<file path="src/rtl/cio_pkg.sv">
// Package for the common input/output block: register map, codes, thresholds, timing.
// Assumes a 200 MHz system clock and a 32-bit classic Wishbone register bus.
package cio_pkg;
  localparam int NPINS = 5;
  // Register byte offsets
  localparam logic [7:0] OFS_SIG = 8'h00;
  localparam logic [7:0] OFS_MTEMPSEL = 8'h04;
  localparam logic [7:0] OFS_BEEPVOL = 8'h08;
  localparam logic [7:0] OFS_APPSEL = 8'h0C;
  localparam logic [7:0] OFS_PPMCONF = 8'h10;
  localparam logic [7:0] OFS_CONTCMD = 8'h14;
  localparam logic [7:0] OFS_SHUTDOWN = 8'h18;
  localparam logic [7:0] OFS_ATTACK = 8'h1C;
  localparam logic [7:0] OFS_ATTACKTIME = 8'h20;
  localparam logic [7:0] OFS_HOLD = 8'h24;
  localparam logic [7:0] OFS_CH1 = 8'h28;
  localparam logic [7:0] OFS_CH2 = 8'h2C;
  localparam logic [7:0] OFS_ICHG = 8'h30;
  localparam logic [7:0] OFS_UCHG = 8'h34;
  localparam logic [7:0] OFS_GNDIO = 8'h38;
  localparam logic [7:0] OFS_IDQUERY = 8'h3C;
  localparam logic [7:0] OFS_IDVALUE = 8'h40;
  localparam logic [7:0] OFS_IOCONF0 = 8'h80;
  localparam logic [7:0] OFS_GPIO0 = 8'hA0;
  localparam logic [7:0] OFS_GDIN0 = 8'hC0;
  // Command field positions
  localparam int CONT_NUM_LSB = 0;
  localparam int CONT_ON_BIT = 8;
  localparam int SHUT_BIT = 0;
  // Pin configuration codes
  localparam logic [15:0] CONF_FLOAT = 16'h0000;
  localparam logic [15:0] CONF_PULLUP = 16'h0001;
  localparam logic [15:0] CONF_PULLDN = 16'h0002;
  localparam logic [15:0] CONF_PULSE_US = 16'h0020;
  localparam logic [15:0] CONF_PULSE_MS = 16'h0040;
  // Pulse input polarity codes
  localparam logic [15:0] PPM_NORMAL = 16'h0000;
  localparam logic [15:0] PPM_INVERT = 16'h00FF;
  // Identity codes of states
  localparam logic [7:0] ID_NONE = 8'h00;
  localparam logic [7:0] ID_ERROR = 8'h01;
  localparam logic [7:0] ID_GPIO0 = 8'h08;
  localparam logic [7:0] ID_GDIN0 = 8'h10;
  localparam logic [7:0] ID_CH1 = 8'h30;
  localparam logic [7:0] ID_CH2 = 8'h31;
  localparam logic [7:0] ID_ICHG = 8'h40;
  localparam logic [7:0] ID_UCHG = 8'h41;
  localparam logic [7:0] ID_GNDIO = 8'h42;
  localparam logic [7:0] ID_CONT = 8'h80;
  // Level thresholds in mV
  localparam logic signed [16:0] TH_NEG_MV = 17'sh00258;
  localparam logic signed [16:0] TH_L1_MV = 17'sh00A28;
  localparam logic signed [16:0] TH_L2_MV = 17'sh01068;
  localparam logic signed [16:0] TH_L3_FLOAT_MV = 17'sh01E78;
  localparam logic signed [16:0] TH_L3_PU_MV = 17'sh01A90;
  localparam logic signed [16:0] TH_L3_PD_MV = 17'sh02A30;
  // Pull compensation: pull-up rail and divider weight as a shift
  localparam logic signed [16:0] PULL_RAIL_MV = 17'sh01388;
  localparam int COMP_SHIFT = 4;
  // Limits and reset values
  localparam logic [15:0] BEEP_MAX = 16'h03E8;
  localparam logic [15:0] PULSE_SAT = 16'h7FFF;
  localparam logic [15:0] SERVO_SAT = 16'hFFFF;
  localparam logic [6:0] PWM_STEPS = 7'h64;
  localparam logic [7:0] ATTACK_RST = 8'h64;
  localparam logic [7:0] HOLD_RST = 8'h32;
  localparam logic [15:0] ATTACKTIME_RST = 16'h0064;
  localparam logic [16:0] MV_PER_V_X100 = 17'h186A0;
  // Timing
  localparam int CLK_PERIOD_NS = 5;
  localparam int US_NS = 1000;
  localparam int MS_US = 1000;
  localparam int US_CYCLES = US_NS / CLK_PERIOD_NS;
  typedef enum logic [1:0] {
    CIO_IDLE = 2'b00,
    CIO_ATTACK = 2'b01,
    CIO_HOLD = 2'b10
  } cio_cont_t;
endpackage : cio_pkg

</file>
<file path="src/rtl/cio_top.sv">
// Common input/output block: pin bias, level codes, pulse and servo timing,
// charger readings, state identity lookup and contactor PWM driver.
// Assumes synchronous inputs, converted voltages in mV, classic Wishbone master.
//
// Design decisions made here: the placing of the registers and the Wishbone interface to the registers.
`timescale 1ns/1ps
module cio_top
  import cio_pkg::*;
#(
  parameter logic [31:0] SIGNATURE = 32'h0000005A // Arbitrary value
) (
  input wire logic mclk,
  input wire logic rst,
  input wire logic wb_cyc_i,
  input wire logic wb_stb_i,
  input wire logic wb_we_i,
  input wire logic [7:0] wb_adr_i,
  input wire logic [3:0] wb_sel_i,
  input wire logic [31:0] wb_dat_i,
  output logic [31:0] wb_dat_o,
  output logic wb_ack_o,
  input wire logic [79:0] pinMv,
  input wire logic [4:0] pinLevel,
  output logic [4:0] pullUpEn,
  output logic [4:0] pullDnEn,
  input wire logic servoIn1,
  input wire logic servoIn2,
  input wire logic [15:0] chgCurRaw,
  input wire logic [15:0] chgVolRaw,
  input wire logic [15:0] gndioRaw,
  input wire logic [15:0] battMv,
  input wire logic flipFlopFitted,
  output logic contDrainOut,
  output logic contDrainOe,
  output logic powerSwitchOn,
  output logic [1:0] contExtraOn,
  output logic auxOutputTwo,
  output logic powerOffReq,
  output logic motorTempEn,
  output logic [15:0] motorTempValue,
  output logic [15:0] toneVolume,
  output logic [7:0] appSelect
);

  ////////////////////////////////////////////////////////////////////////////
  // Time bases
  logic [7:0] usCnt_reg;
  logic [9:0] msCnt_reg;
  wire usTick = (usCnt_reg == 8'(US_CYCLES - 1));
  wire msTick = usTick && (msCnt_reg == 10'(MS_US - 1));
  always_ff @(posedge mclk) begin
    if (rst || usTick) usCnt_reg <= 8'h00;
    else usCnt_reg <= usCnt_reg + 8'h01;
  end
  always_ff @(posedge mclk) begin
    if (rst || msTick) msCnt_reg <= 10'h000;
    else if (usTick) msCnt_reg <= msCnt_reg + 10'h001;
  end

  ////////////////////////////////////////////////////////////////////////////
  // Bus decode and write strobes
  logic ackReg;
  wire busReq = wb_cyc_i && wb_stb_i && !ackReg;
  wire wrEn = busReq && wb_we_i;
  wire [31:0] selMask = {{8{wb_sel_i[3]}}, {8{wb_sel_i[2]}}, {8{wb_sel_i[1]}},
                         {8{wb_sel_i[0]}}};
  wire [15:0] wMask = selMask[15:0];
  wire wrMtemp = wrEn && (wb_adr_i == OFS_MTEMPSEL);
  wire wrBeep = wrEn && (wb_adr_i == OFS_BEEPVOL);
  wire wrApp = wrEn && (wb_adr_i == OFS_APPSEL);
  wire wrPpm = wrEn && (wb_adr_i == OFS_PPMCONF);
  wire wrCont = wrEn && (wb_adr_i == OFS_CONTCMD) && wb_sel_i[0] && wb_sel_i[1];
  wire wrShut = wrEn && (wb_adr_i == OFS_SHUTDOWN) && wb_sel_i[0];
  wire wrAtk = wrEn && (wb_adr_i == OFS_ATTACK);
  wire wrAtkT = wrEn && (wb_adr_i == OFS_ATTACKTIME);
  wire wrHold = wrEn && (wb_adr_i == OFS_HOLD);
  wire wrIdq = wrEn && (wb_adr_i == OFS_IDQUERY);
  wire [1:0] contNum = wb_dat_i[CONT_NUM_LSB +: 2];
  wire contOnCmd = wb_dat_i[CONT_ON_BIT];

  ////////////////////////////////////////////////////////////////////////////
  // Configuration registers
  logic [7:0] mtempsel_reg, appsel_reg, attack_reg, hold_reg, idq_reg;
  logic [15:0] beep_reg, ppm_reg, atkTime_reg;
  logic [3:0] contOn_reg;
  logic aux_reg, powerOff_reg;
  wire [15:0] beepMerged = (beep_reg & ~wMask) | (wb_dat_i[15:0] & wMask);
  wire [15:0] beep_next = (beepMerged > BEEP_MAX) ? BEEP_MAX : beepMerged;
  always_ff @(posedge mclk) begin
    if (rst) begin
      mtempsel_reg <= 8'h00;
      appsel_reg <= 8'h00;
      beep_reg <= 16'h0000;
      ppm_reg <= PPM_NORMAL;
      attack_reg <= ATTACK_RST;
      hold_reg <= HOLD_RST;
      atkTime_reg <= ATTACKTIME_RST;
      idq_reg <= ID_NONE;
    end else begin
      if (wrMtemp && wb_sel_i[0]) mtempsel_reg <= wb_dat_i[7:0];
      if (wrApp && wb_sel_i[0]) appsel_reg <= wb_dat_i[7:0];
      if (wrBeep) beep_reg <= beep_next;
      if (wrPpm) ppm_reg <= (ppm_reg & ~wMask) | (wb_dat_i[15:0] & wMask);
      if (wrAtk && wb_sel_i[0]) attack_reg <= wb_dat_i[7:0];
      if (wrHold && wb_sel_i[0]) hold_reg <= wb_dat_i[7:0];
      if (wrAtkT) atkTime_reg <= (atkTime_reg & ~wMask) | (wb_dat_i[15:0] & wMask);
      if (wrIdq && wb_sel_i[0]) idq_reg <= wb_dat_i[7:0];
    end
  end
  // Command outputs; aux latches until reset since power goes away, power-off takes flipFlopFitted at each shutdown write with bit 0 set
  always_ff @(posedge mclk) begin
    if (rst) begin
      contOn_reg <= 4'h0;
      aux_reg <= 1'b0;
      powerOff_reg <= 1'b0;
    end else begin
      if (wrCont) contOn_reg[contNum] <= contOnCmd;
      if (wrShut && wb_dat_i[SHUT_BIT]) begin
        aux_reg <= 1'b1;
        powerOff_reg <= flipFlopFitted;
      end
    end
  end
  assign powerSwitchOn = contOn_reg[0];
  assign contExtraOn = contOn_reg[3:2];
  assign auxOutputTwo = aux_reg;
  assign powerOffReq = powerOff_reg;
  assign toneVolume = beep_reg;
  assign appSelect = appsel_reg;

  ////////////////////////////////////////////////////////////////////////////
  // Per pin: bias, compensation, level code, pulse measurement
  logic [15:0] ioconf_reg [NPINS];
  logic [15:0] gpioVal_reg [NPINS];
  logic [7:0] gdin_reg [NPINS];
  genvar gi;
  generate
    for (gi = 0; gi < NPINS; gi++) begin : gPin
      wire wrConf = wrEn && (wb_adr_i == OFS_IOCONF0 + 8'(4 * gi));
      wire isPu = (ioconf_reg[gi] == CONF_PULLUP);
      wire isPd = (ioconf_reg[gi] == CONF_PULLDN);
      wire isUs = (ioconf_reg[gi] == CONF_PULSE_US);
      wire isMs = (ioconf_reg[gi] == CONF_PULSE_MS);
      wire signed [16:0] raw = 17'(signed'(pinMv[16 * gi +: 16]));
      // Divider error estimated by a shift; avoids a divider per pin
      wire signed [16:0] comp = isPu ? raw + ((raw - PULL_RAIL_MV) >>> COMP_SHIFT)
                              : isPd ? raw + (raw >>> COMP_SHIFT) : raw;
      wire signed [16:0] top = isPu ? TH_L3_PU_MV : isPd ? TH_L3_PD_MV
                             : TH_L3_FLOAT_MV;
      wire [7:0] lvl = (comp > top) ? 8'h03 : (comp > TH_L2_MV) ? 8'h02
                     : (comp > TH_L1_MV) ? 8'h01
                     : (isPu && comp < TH_NEG_MV) ? 8'hFF : 8'h00;
      logic lvlDly_reg;
      logic [15:0] pCnt_reg;
      wire pTick = isMs ? msTick : usTick;
      wire fall = lvlDly_reg && !pinLevel[gi];
      assign pullUpEn[gi] = isPu;
      assign pullDnEn[gi] = isPd;
      always_ff @(posedge mclk) begin
        if (rst) ioconf_reg[gi] <= CONF_FLOAT;
        else if (wrConf) ioconf_reg[gi] <= (ioconf_reg[gi] & ~wMask)
                                          | (wb_dat_i[15:0] & wMask);
      end
      always_ff @(posedge mclk) begin
        if (rst) begin
          lvlDly_reg <= 1'b0;
          pCnt_reg <= 16'h0000;
          gpioVal_reg[gi] <= 16'h0000;
          gdin_reg[gi] <= 8'h00;
        end else begin
          lvlDly_reg <= pinLevel[gi];
          gdin_reg[gi] <= lvl;
          if (!(isUs || isMs)) gpioVal_reg[gi] <= 16'(comp);
          else if (fall) gpioVal_reg[gi] <= pCnt_reg;
          if (!pinLevel[gi] || !(isUs || isMs)) pCnt_reg <= 16'h0000;
          else if (pTick && pCnt_reg != PULSE_SAT) pCnt_reg <= pCnt_reg + 16'h0001;
        end
      end
    end
  endgenerate

  ////////////////////////////////////////////////////////////////////////////
  // Servo channels, polarity, charger readings
  wire inv = (ppm_reg == PPM_INVERT);
  wire [1:0] servoLvl = {servoIn2, servoIn1} ^ {2{inv}};
  logic [1:0] servoDly_reg;
  logic [15:0] sCnt_reg [2];
  logic [15:0] ch_reg [2];
  logic [15:0] ichg_reg, uchg_reg, gndio_reg;
  generate
    for (gi = 0; gi < 2; gi++) begin : gServo
      always_ff @(posedge mclk) begin
        if (rst) begin
          servoDly_reg[gi] <= 1'b0;
          sCnt_reg[gi] <= 16'h0000;
          ch_reg[gi] <= 16'h0000;
        end else begin
          servoDly_reg[gi] <= servoLvl[gi];
          if (servoDly_reg[gi] && !servoLvl[gi]) ch_reg[gi] <= sCnt_reg[gi];
          if (!servoLvl[gi]) sCnt_reg[gi] <= 16'h0000;
          else if (usTick && sCnt_reg[gi] != SERVO_SAT) sCnt_reg[gi] <= sCnt_reg[gi] + 16'h0001;
        end
      end
    end
  endgenerate
  always_ff @(posedge mclk) begin
    if (rst) begin
      ichg_reg <= 16'h0000;
      uchg_reg <= 16'h0000;
      gndio_reg <= 16'h0000;
    end else begin
      ichg_reg <= chgCurRaw;
      uchg_reg <= chgVolRaw;
      gndio_reg <= gndioRaw;
    end
  end

  ////////////////////////////////////////////////////////////////////////////
  // Contactor one: pull-in then hold PWM, open drain
  cio_cont_t st_reg, st_next;
  logic [15:0] atkMs_reg;
  logic [6:0] pwmCnt_reg;
  logic pwmOn_reg;
  always_comb begin
    st_next = st_reg;
    case (st_reg)
      CIO_IDLE: if (contOn_reg[1]) st_next = CIO_ATTACK;
      CIO_ATTACK: if (atkMs_reg >= atkTime_reg) st_next = CIO_HOLD;
      CIO_HOLD: st_next = CIO_HOLD;
      default: st_next = CIO_IDLE;
    endcase
    if (!contOn_reg[1]) st_next = CIO_IDLE;
  end
  // Setting follows the next state so the registered drive matches the state it lands in
  wire [7:0] setting = (st_next == CIO_ATTACK) ? attack_reg : hold_reg;
  wire [6:0] pct = (setting > 8'(PWM_STEPS)) ? PWM_STEPS : setting[6:0];
  wire [7:0] volts = 8'(-signed'(setting));
  wire [22:0] rampMv = 23'(pwmCnt_reg) * 23'(battMv);
  wire [24:0] wantMv = 25'(volts) * 25'(MV_PER_V_X100);
  wire dutyHit = setting[7] ? (25'(rampMv) < wantMv) : (pwmCnt_reg < pct);
  // Off clears the drive on the same edge that clears the state bit
  wire contOffNow = wrCont && (contNum == 2'd1) && !contOnCmd;
  always_ff @(posedge mclk) begin
    if (rst) begin
      st_reg <= CIO_IDLE;
      atkMs_reg <= 16'h0000;
      pwmCnt_reg <= 7'h00;
      pwmOn_reg <= 1'b0;
    end else begin
      st_reg <= st_next;
      if (st_next != CIO_ATTACK) atkMs_reg <= 16'h0000;
      else if (msTick) atkMs_reg <= atkMs_reg + 16'h0001;
      if (usTick) pwmCnt_reg <= (pwmCnt_reg == PWM_STEPS - 7'h01) ? 7'h00
                                : pwmCnt_reg + 7'h01;
      pwmOn_reg <= (st_next != CIO_IDLE) && dutyHit && !contOffNow;
    end
  end
  assign contDrainOut = 1'b0;
  assign contDrainOe = pwmOn_reg;

  ////////////////////////////////////////////////////////////////////////////
  // State lookup by ID
  function automatic logic [16:0] idLookup(input logic [7:0] id);
    logic [16:0] r;
    r = {1'b0, 16'h0000};
    if (id >= ID_GPIO0 && id < ID_GPIO0 + 8'(NPINS))
      r = {1'b1, gpioVal_reg[3'(id - ID_GPIO0)]};
    else if (id >= ID_GDIN0 && id < ID_GDIN0 + 8'(NPINS))
      r = {1'b1, {8{gdin_reg[3'(id - ID_GDIN0)][7]}}, gdin_reg[3'(id - ID_GDIN0)]};
    else if (id == ID_CH1) r = {1'b1, ch_reg[0]};
    else if (id == ID_CH2) r = {1'b1, ch_reg[1]};
    else if (id == ID_ICHG) r = {1'b1, ichg_reg};
    else if (id == ID_UCHG) r = {1'b1, uchg_reg};
    else if (id == ID_GNDIO) r = {1'b1, gndio_reg};
    else if (id == ID_CONT) r = {1'b1, 15'h0000, contOn_reg[1]};
    return r;
  endfunction : idLookup
  // Process form: a change in any looked-up state re-runs the lookup
  logic [16:0] idqHit;
  logic [16:0] tempHit;
  always_comb begin
    idqHit = idLookup(idq_reg);
    tempHit = idLookup(mtempsel_reg);
  end
  // Unknown IDs answer with the error code
  wire [15:0] idqVal = idqHit[16] ? idqHit[15:0] : {8'h00, ID_ERROR};
  assign motorTempEn = (mtempsel_reg != ID_NONE);
  assign motorTempValue = (motorTempEn && tempHit[16]) ? tempHit[15:0] : 16'h0000;

  ////////////////////////////////////////////////////////////////////////////
  // Read mux and ack
  wire [7:0] pinOfs = wb_adr_i - OFS_IOCONF0;
  wire [2:0] pinIdx = pinOfs[4:2];
  wire pinOk = (pinIdx < 3'(NPINS)) && (pinOfs[1:0] == 2'b00);
  logic [31:0] rdMux;
  always_comb begin
    rdMux = 32'h00000000;
    case (wb_adr_i)
      OFS_SIG: rdMux = SIGNATURE;
      OFS_MTEMPSEL: rdMux = {24'h000000, mtempsel_reg};
      OFS_BEEPVOL: rdMux = {16'h0000, beep_reg};
      OFS_APPSEL: rdMux = {24'h000000, appsel_reg};
      OFS_PPMCONF: rdMux = {16'h0000, ppm_reg};
      OFS_CONTCMD: rdMux = {28'h0000000, contOn_reg};
      OFS_SHUTDOWN: rdMux = {30'h00000000, powerOff_reg, aux_reg};
      OFS_ATTACK: rdMux = {24'h000000, attack_reg};
      OFS_ATTACKTIME: rdMux = {16'h0000, atkTime_reg};
      OFS_HOLD: rdMux = {24'h000000, hold_reg};
      OFS_CH1: rdMux = {16'h0000, ch_reg[0]};
      OFS_CH2: rdMux = {16'h0000, ch_reg[1]};
      OFS_ICHG: rdMux = {{16{ichg_reg[15]}}, ichg_reg};
      OFS_UCHG: rdMux = {{16{uchg_reg[15]}}, uchg_reg};
      OFS_GNDIO: rdMux = {{16{gndio_reg[15]}}, gndio_reg};
      OFS_IDQUERY: rdMux = {24'h000000, idq_reg};
      OFS_IDVALUE: rdMux = {16'h0000, idqVal};
      default: begin
        if (pinOk && pinOfs[7:5] == 3'h0) rdMux = {16'h0000, ioconf_reg[pinIdx]};
        else if (pinOk && pinOfs[7:5] == 3'h1)
          rdMux = {{16{gpioVal_reg[pinIdx][15]}}, gpioVal_reg[pinIdx]};
        else if (pinOk && pinOfs[7:5] == 3'h2)
          rdMux = {{24{gdin_reg[pinIdx][7]}}, gdin_reg[pinIdx]};
      end
    endcase
  end
  always_ff @(posedge mclk) begin
    if (rst) begin
      ackReg <= 1'b0;
      wb_dat_o <= 32'h00000000;
    end else begin
      ackReg <= busReq;
      if (busReq && !wb_we_i) wb_dat_o <= rdMux;
    end
  end
  assign wb_ack_o = ackReg;
endmodule : cio_top
</file>
<file path="config.mk">
export PLATFORM = sky130hd
export DESIGN_NAME = cio_top
export DESIGN_NICKNAME = d
export VERILOG_FILES = /design/src/rtl/cio_pkg.sv /design/src/rtl/cio_top.sv
export SDC_FILE = /design/constraint.sdc
export NUM_CORES = 2
export LEC_CHECK = 0
export BUFFER_PORTS_ARGS = -buffer_cell sky130_fd_sc_hd__buf_2
export CAP_MARGIN = 40
export CORE_ASPECT_RATIO = 0.75
export CORE_MARGIN = 1.5
export CORE_UTILIZATION = 30
export DETAILED_ROUTE_END_ITERATION = 12
export PLACE_DENSITY = 0.41
export SLEW_MARGIN = 25
export SYNTH_ARGS = -nofsm -noshare
export SYNTH_HDL_FRONTEND = slang
export SYNTH_SLANG_ARGS = --single-unit
</file>
<file path="constraint.sdc">
create_clock -name mclk -period 9.56 [get_ports mclk]
set_input_delay 0.478 -clock mclk [delete_from_list [all_inputs] [get_ports mclk]]
set_output_delay 0.478 -clock mclk [all_outputs]
set_load 0.02 [all_outputs]
</file>
### Word level (Yosys, flattened, before mapping)

Memory sizes are Yosys's and may differ from the RTL's.
Cells that the tools add are included.

* word-level logic and storage cells: 504
* input port bits: 201
* bits in latches: 0
* memory bits (read-only): 0
* register bits after elaboration: 306
* memory bits (writable): 264
* output and inout bits: 91
* memories kept: 5

Memory list
* gpioVal_reg: depth 5, bits a word 16, read ports 3, clocked after memory_dff 0, write ports 5, RTL line cio_top.sv:134 `logic [15:0] gpioVal_reg [NPINS];`
* ioconf_reg: depth 5, bits a word 16, read ports 6, clocked after memory_dff 0, write ports 5, RTL line cio_top.sv:133 `logic [15:0] ioconf_reg [NPINS];`
* gdin_reg: depth 5, bits a word 8, read ports 3, clocked after memory_dff 0, write ports 5, RTL line cio_top.sv:135 `logic [7:0] gdin_reg [NPINS];`
* ch_reg: depth 2, bits a word 16, read ports 2, clocked after memory_dff 0, write ports 2, RTL line cio_top.sv:188 `logic [15:0] ch_reg [2];`
* sCnt_reg: depth 2, bits a word 16, read ports 2, clocked after memory_dff 0, write ports 2, RTL line cio_top.sv:187 `logic [15:0] sCnt_reg [2];`

* magnitude comparators: 36
* divide/modulo/power cells: 0
* bitwise logic cells: 45
* eq/ne operators: 71
* multiplexer cells: 177
* shift-type cells: 0
* add/sub/neg operators: 32
* reduce and logical (&&, ||, !) cells: 102
* multiply operators: 2

Operators with widths (number)
* one-hot mux 32 bit (17 select lines): 1
* two-way mux 17 bit: 26
* two-way mux 16 bit: 24
* two-way mux 8 bit: 26
* bitwise AND 16 bit: 9
* two-way mux 14 bit: 10
* adder 16 x 1 -> 16 bit (second input constant): 8
* bitwise OR 16 bit: 8
* == test 8 x 6 -> 1 bit (second input constant): 12
* two-way mux 32 bit: 3
* adder 16 x 12 -> 17 bit: 5
* adder 16 x 13 -> 17 bit: 5
* greater-than comparator 17 x 13 -> 1 bit (second input constant): 5
* greater-than comparator 17 x 14 -> 1 bit (second input constant): 5
* greater-than comparator 17 x 15 -> 1 bit: 5
* < comparator 17 x 11 -> 1 bit (second input constant): 5
* subtractor 16 x 14 -> 17 bit (second input constant): 5
* == test 16 x 1 -> 1 bit (second input constant): 5
* == test 16 x 2 -> 1 bit (second input constant): 5
* == test 16 x 6 -> 1 bit (second input constant): 5
* == test 16 x 7 -> 1 bit (second input constant): 5
* two-way mux 1 bit: 80
* inequality test 16 x 15 -> 1 bit (second input constant): 5
* == test 8 bit (second input constant): 8
* 50 further kinds: 190

### Longest topological paths before layout

* depth in word-level cells: 12
* mapped depth: 37
* mapped depth without buffers: 37

### Least setup slack after synthesis

OpenSTA, ideal clock, no wires.

* path kind: register -> register
* start: reg with a tool-made name
* end: reg pwmOn_reg, in the netlist contDrainOe
* clock period less this slack: 7.704 ns
* required time: 9.474 ns
* arrival time: 7.618 ns
* stages on the path, launching flop included: 36
* slack: 1.856 ns
* path buffers: 0
* library setup time: 0.086 ns
* cell sequence: dfxtp_1 inv_1 ha_1 nand3_1 or2_2 o221ai_1 a21oi_1 o21ai_1 mux2i_1 ha_1 nand3_1 xnor2_1 ha_1 ha_1 inv_1 fa_1 inv_1 fa_1 ha_1 a21o_1 a21oi_1 o21bai_1 a21oi_1 nor2_1 o2111ai_1 nand3_1 nor2_1 xor2_1 ha_1 a21o_1 a2111oi_0 nand3_1 a211oi_1 a211oi_1 nor2b_1 a211oi_1

RTL lines
* end signal, assigned: RTL line cio_top.sv:255 `pwmOn_reg <= (st_next != CIO_IDLE) && dutyHit && !contOffNow;`
* end, declared: RTL line cio_top.sv:223 `logic pwmOn_reg;`

==> impl_results.md <==
- Gr busiest metal: met1
- Met3 usage: 0.0215
- Synth Area in XOR/XNOR: 0.0650
- PD cells: roughly 120 nW/um^2
- MaxCap Viol Count: 0
- Die Ht: 338 microns
- Total number of vias: 40,900
- Compound-cell area share of the yosys netlist: 0.203
- Mapped Avg Cell Area: 8.71 sq um
- DRT Wirelength: 176 mm
- Final Wtd Congestion: 0.913
- Clock insertion delay at the later pin of the skew report: 0.68 ns
- Number of synthesis warnings: 0
- Routing usage on met1: 0.344
- Commonest non-fill, non-tap cells in the layout: 535 x nand2_1, 388 x a21oi_1, 370 x nor2_1, 331 x ha_1, 312 x dfxtp_1
- Slowest stage cell on the critical path: fa_1
- Largest net degree at the start of global routing: between 70 and 80
- Final ANT Viol Nets: 0
- Core Region: around 150,000 sq um
- Max VDD drop: 0.158 mV
- Worst slew pin tran: around 0.93 ns
- Critical Path AT: 9.26 ns
- CP Capture Type: register
- Design Area, Final: 50,700 sq um
- Largest family of logic cells by synthesized area: simple AND/OR/NAND/NOR gates
- Period utilization: 0.908
- Setup CP Type: register to register
- Sequential Area: 13,000 sq um
- Overall Power: 6.21 mW
- Final HPWL DP: 138 mm
- IO Count: 292
- DR pass1 iterations: 7
- Leak: 20.1 nW
- Clock tree buffer depth: 3
- Clk root buf: clkbuf_16
- Setup_tns: 0 ns
- Simple-gate area share of the yosys netlist: 0.208
- Worst Reg2Reg Path Length in Cells: 37
- TritonCTS Sinks: 536
- Worst hold slack: 0.0299 ns
- Rows: 122
- Synth Flop Type: dfxtp_1
- Area grow syn2layout: 12.8%
- Critical Path Fanout Max: 14
- Final min period: between 8 and 9 ns
- Sequential area share after synthesis: 0.289
- Final setup viols: 0
- Initial Utilization: 0.303
- RSZ-0062 raised after global routing: no
- Post-synthesis cell type count: 125
- Syn nets: 5,782
- GR Util All Layers: 0.225
- HP Class: input pin to register
- Grt ovf: 0
- CTS Buf Count: 58
- TritonCTS clock tree: done
- Post-synth EDFFs: 224
- Number of H-tree levels: 2
- Setup Buffers After CTS: 0
- Wire per inst: 23.9 microns
- Max transition margin: 0.374
- Met2 GRT Util: 0.332
- CTS Hold Bufs: 3
- Share of layout cells above drive strength 1: 0.120
- R2r setup slk: about 0.88 ns
- Initial DRC count: around 3,800
- Fin nets: 5,954
- Pins Over Slew Limit: 0
- Worst path max stage delay: 0.51 ns
- Synth Cell Area: 44,900 sq um
- Clk_skew: 0.0528 ns
- Vias in the first global route: 38,800
- Hold path depth: 2
- Die width: 450 microns
- Vias per cell: 5.55
- Worst setup SP type: register
- Crit-path most repeated cell: ha_1
- Fin util: 0.342
- Die footprint: 152,000 sq um
- # DRC: 0
- Max frequency: 115 MHz
- Post-synthesis cell count: 5,161
- Port bufs: 272
- Leading cell type in the layout, fill and taps excluded: nand2_1
- FF+latch count, synth: ~540
- Post-DP Area: about 48,000 sq um
- Fillers: 15,500
- PostCTS Resize Cnt: 0
- Async SR Flop Fraction: 0
- Mux contribution to synthesized area: 0.0558
- Critical path data required time: 10.15 ns
- Clock-pin slew on the worst setup and hold paths: approximately 0.070 ns
- Adder-cell share of the synthesized area: 0.132
- Final Hold Fails: 0
- Status: completed
- Global-route wire length before repair: 263 mm
- Multi-input logic area: 29,900 sq um
- Initial antenna violation count: 10
final timing paths:
check	startpoint	to
max	register	contDrainOe
min	gndioRaw[6]	gndio_reg[6]
max reg2reg	register	contDrainOe
min reg2reg	wb_dat_o[7]	wb_dat_o[7]
through the flow:
step	worst slack, ns	cells
2_1_floorplan	1.86	5161
3_3_place_gp	0.968	7220
3_5_place_dp	0.830	7239
4_1_cts	0.770	7351
5_1_grt	0.0305	7370
6_report	0.884	7371
worst max-delay path, delay by kind of cell (launching register included):
family | cells | cell delay [ns]
buffers and inverters | 4 | 0.38
muxes | 1 | 0.41
adders and majority gates | 8 | 2.81
and+or+nand+nor | 5 | 0.60
AOI/OAI and AO/OA | 17 | 3.46
DFF | 1 | 0.36
xor gates and xnor gates | 2 | 0.56
area by class of cell:
class                   instances  share of cell area
well taps                    1984              0.0490
clock buffers                  82              0.0342
diodes                          5            0.000247
inverters                     271              0.0202
clock inverters                27             0.00773
flip-flops and latches        536               0.256
multi-input cells            4100               0.589
repair buffers                366              0.0436
cell families after synthesis:
kind of cell / Yosys count
other cells: 1
buf+inv: 525
compound gates: 1333
flops: 536
mux: 157
fa+ha+maj: 420
simple gates: 1857
xor+xnor: 332
where the power goes:
part	internal, mW	switching, mW
Combinational	0.438	0.692
Sequential	2.44	0.0978
Clock	1.49	1.05
cell usage after synthesis (all sizes together) (16+ instances only):
| library cell | instances | area (sq um) |
|---|---|---|
| nand2 | 538 | 2030 |
| a21oi | 389 | 1950 |
| nor2 | 374 | 1400 |
| ha | 331 | 4140 |
| dfxtp | 312 | 6250 |
| inv | 265 | 995 |
| edfxtp | 224 | 6730 |
| o21ai | 213 | 1090 |
| clkbuf | 193 | 727 |
| nand3 | 183 | 926 |
| xnor2 | 182 | 1600 |
| xor2 | 150 | 1320 |
| nand2b | 119 | 744 |
| nor3 | 108 | 546 |
| nor2b | 100 | 626 |
| and2 | 99 | 619 |
| fa | 89 | 1780 |
| mux2i | 77 | 771 |
| mux4 | 74 | 1670 |
| a211oi | 68 | 538 |
| a21o | 63 | 473 |
| a221oi | 63 | 576 |
| nand4 | 63 | 413 |
| buf | 61 | 375 |
| o22ai | 59 | 369 |
| and3 | 54 | 338 |
| nor4 | 54 | 424 |
| a22o | 47 | 412 |
| or3 | 43 | 269 |
| a22oi | 40 | 300 |
| o21a | 39 | 293 |
| a31oi | 36 | 225 |
| o31ai | 29 | 223 |
| a222oi | 26 | 260 |
| o221ai | 25 | 225 |
| o211ai | 22 | 165 |
| or2 | 21 | 131 |
| o21bai | 19 | 143 |
| nor4b | 18 | 179 |
| nand3b | 16 | 120 |
| nor3b | 16 | 151 |
metal layers:
metal	routed length, microns	vias up
li1	-	19400
met1	87300	20000
met2	74600	1304
met3	9620	188
met4	4820	0
met5	0	-
(Power assumes the default switching activity.)
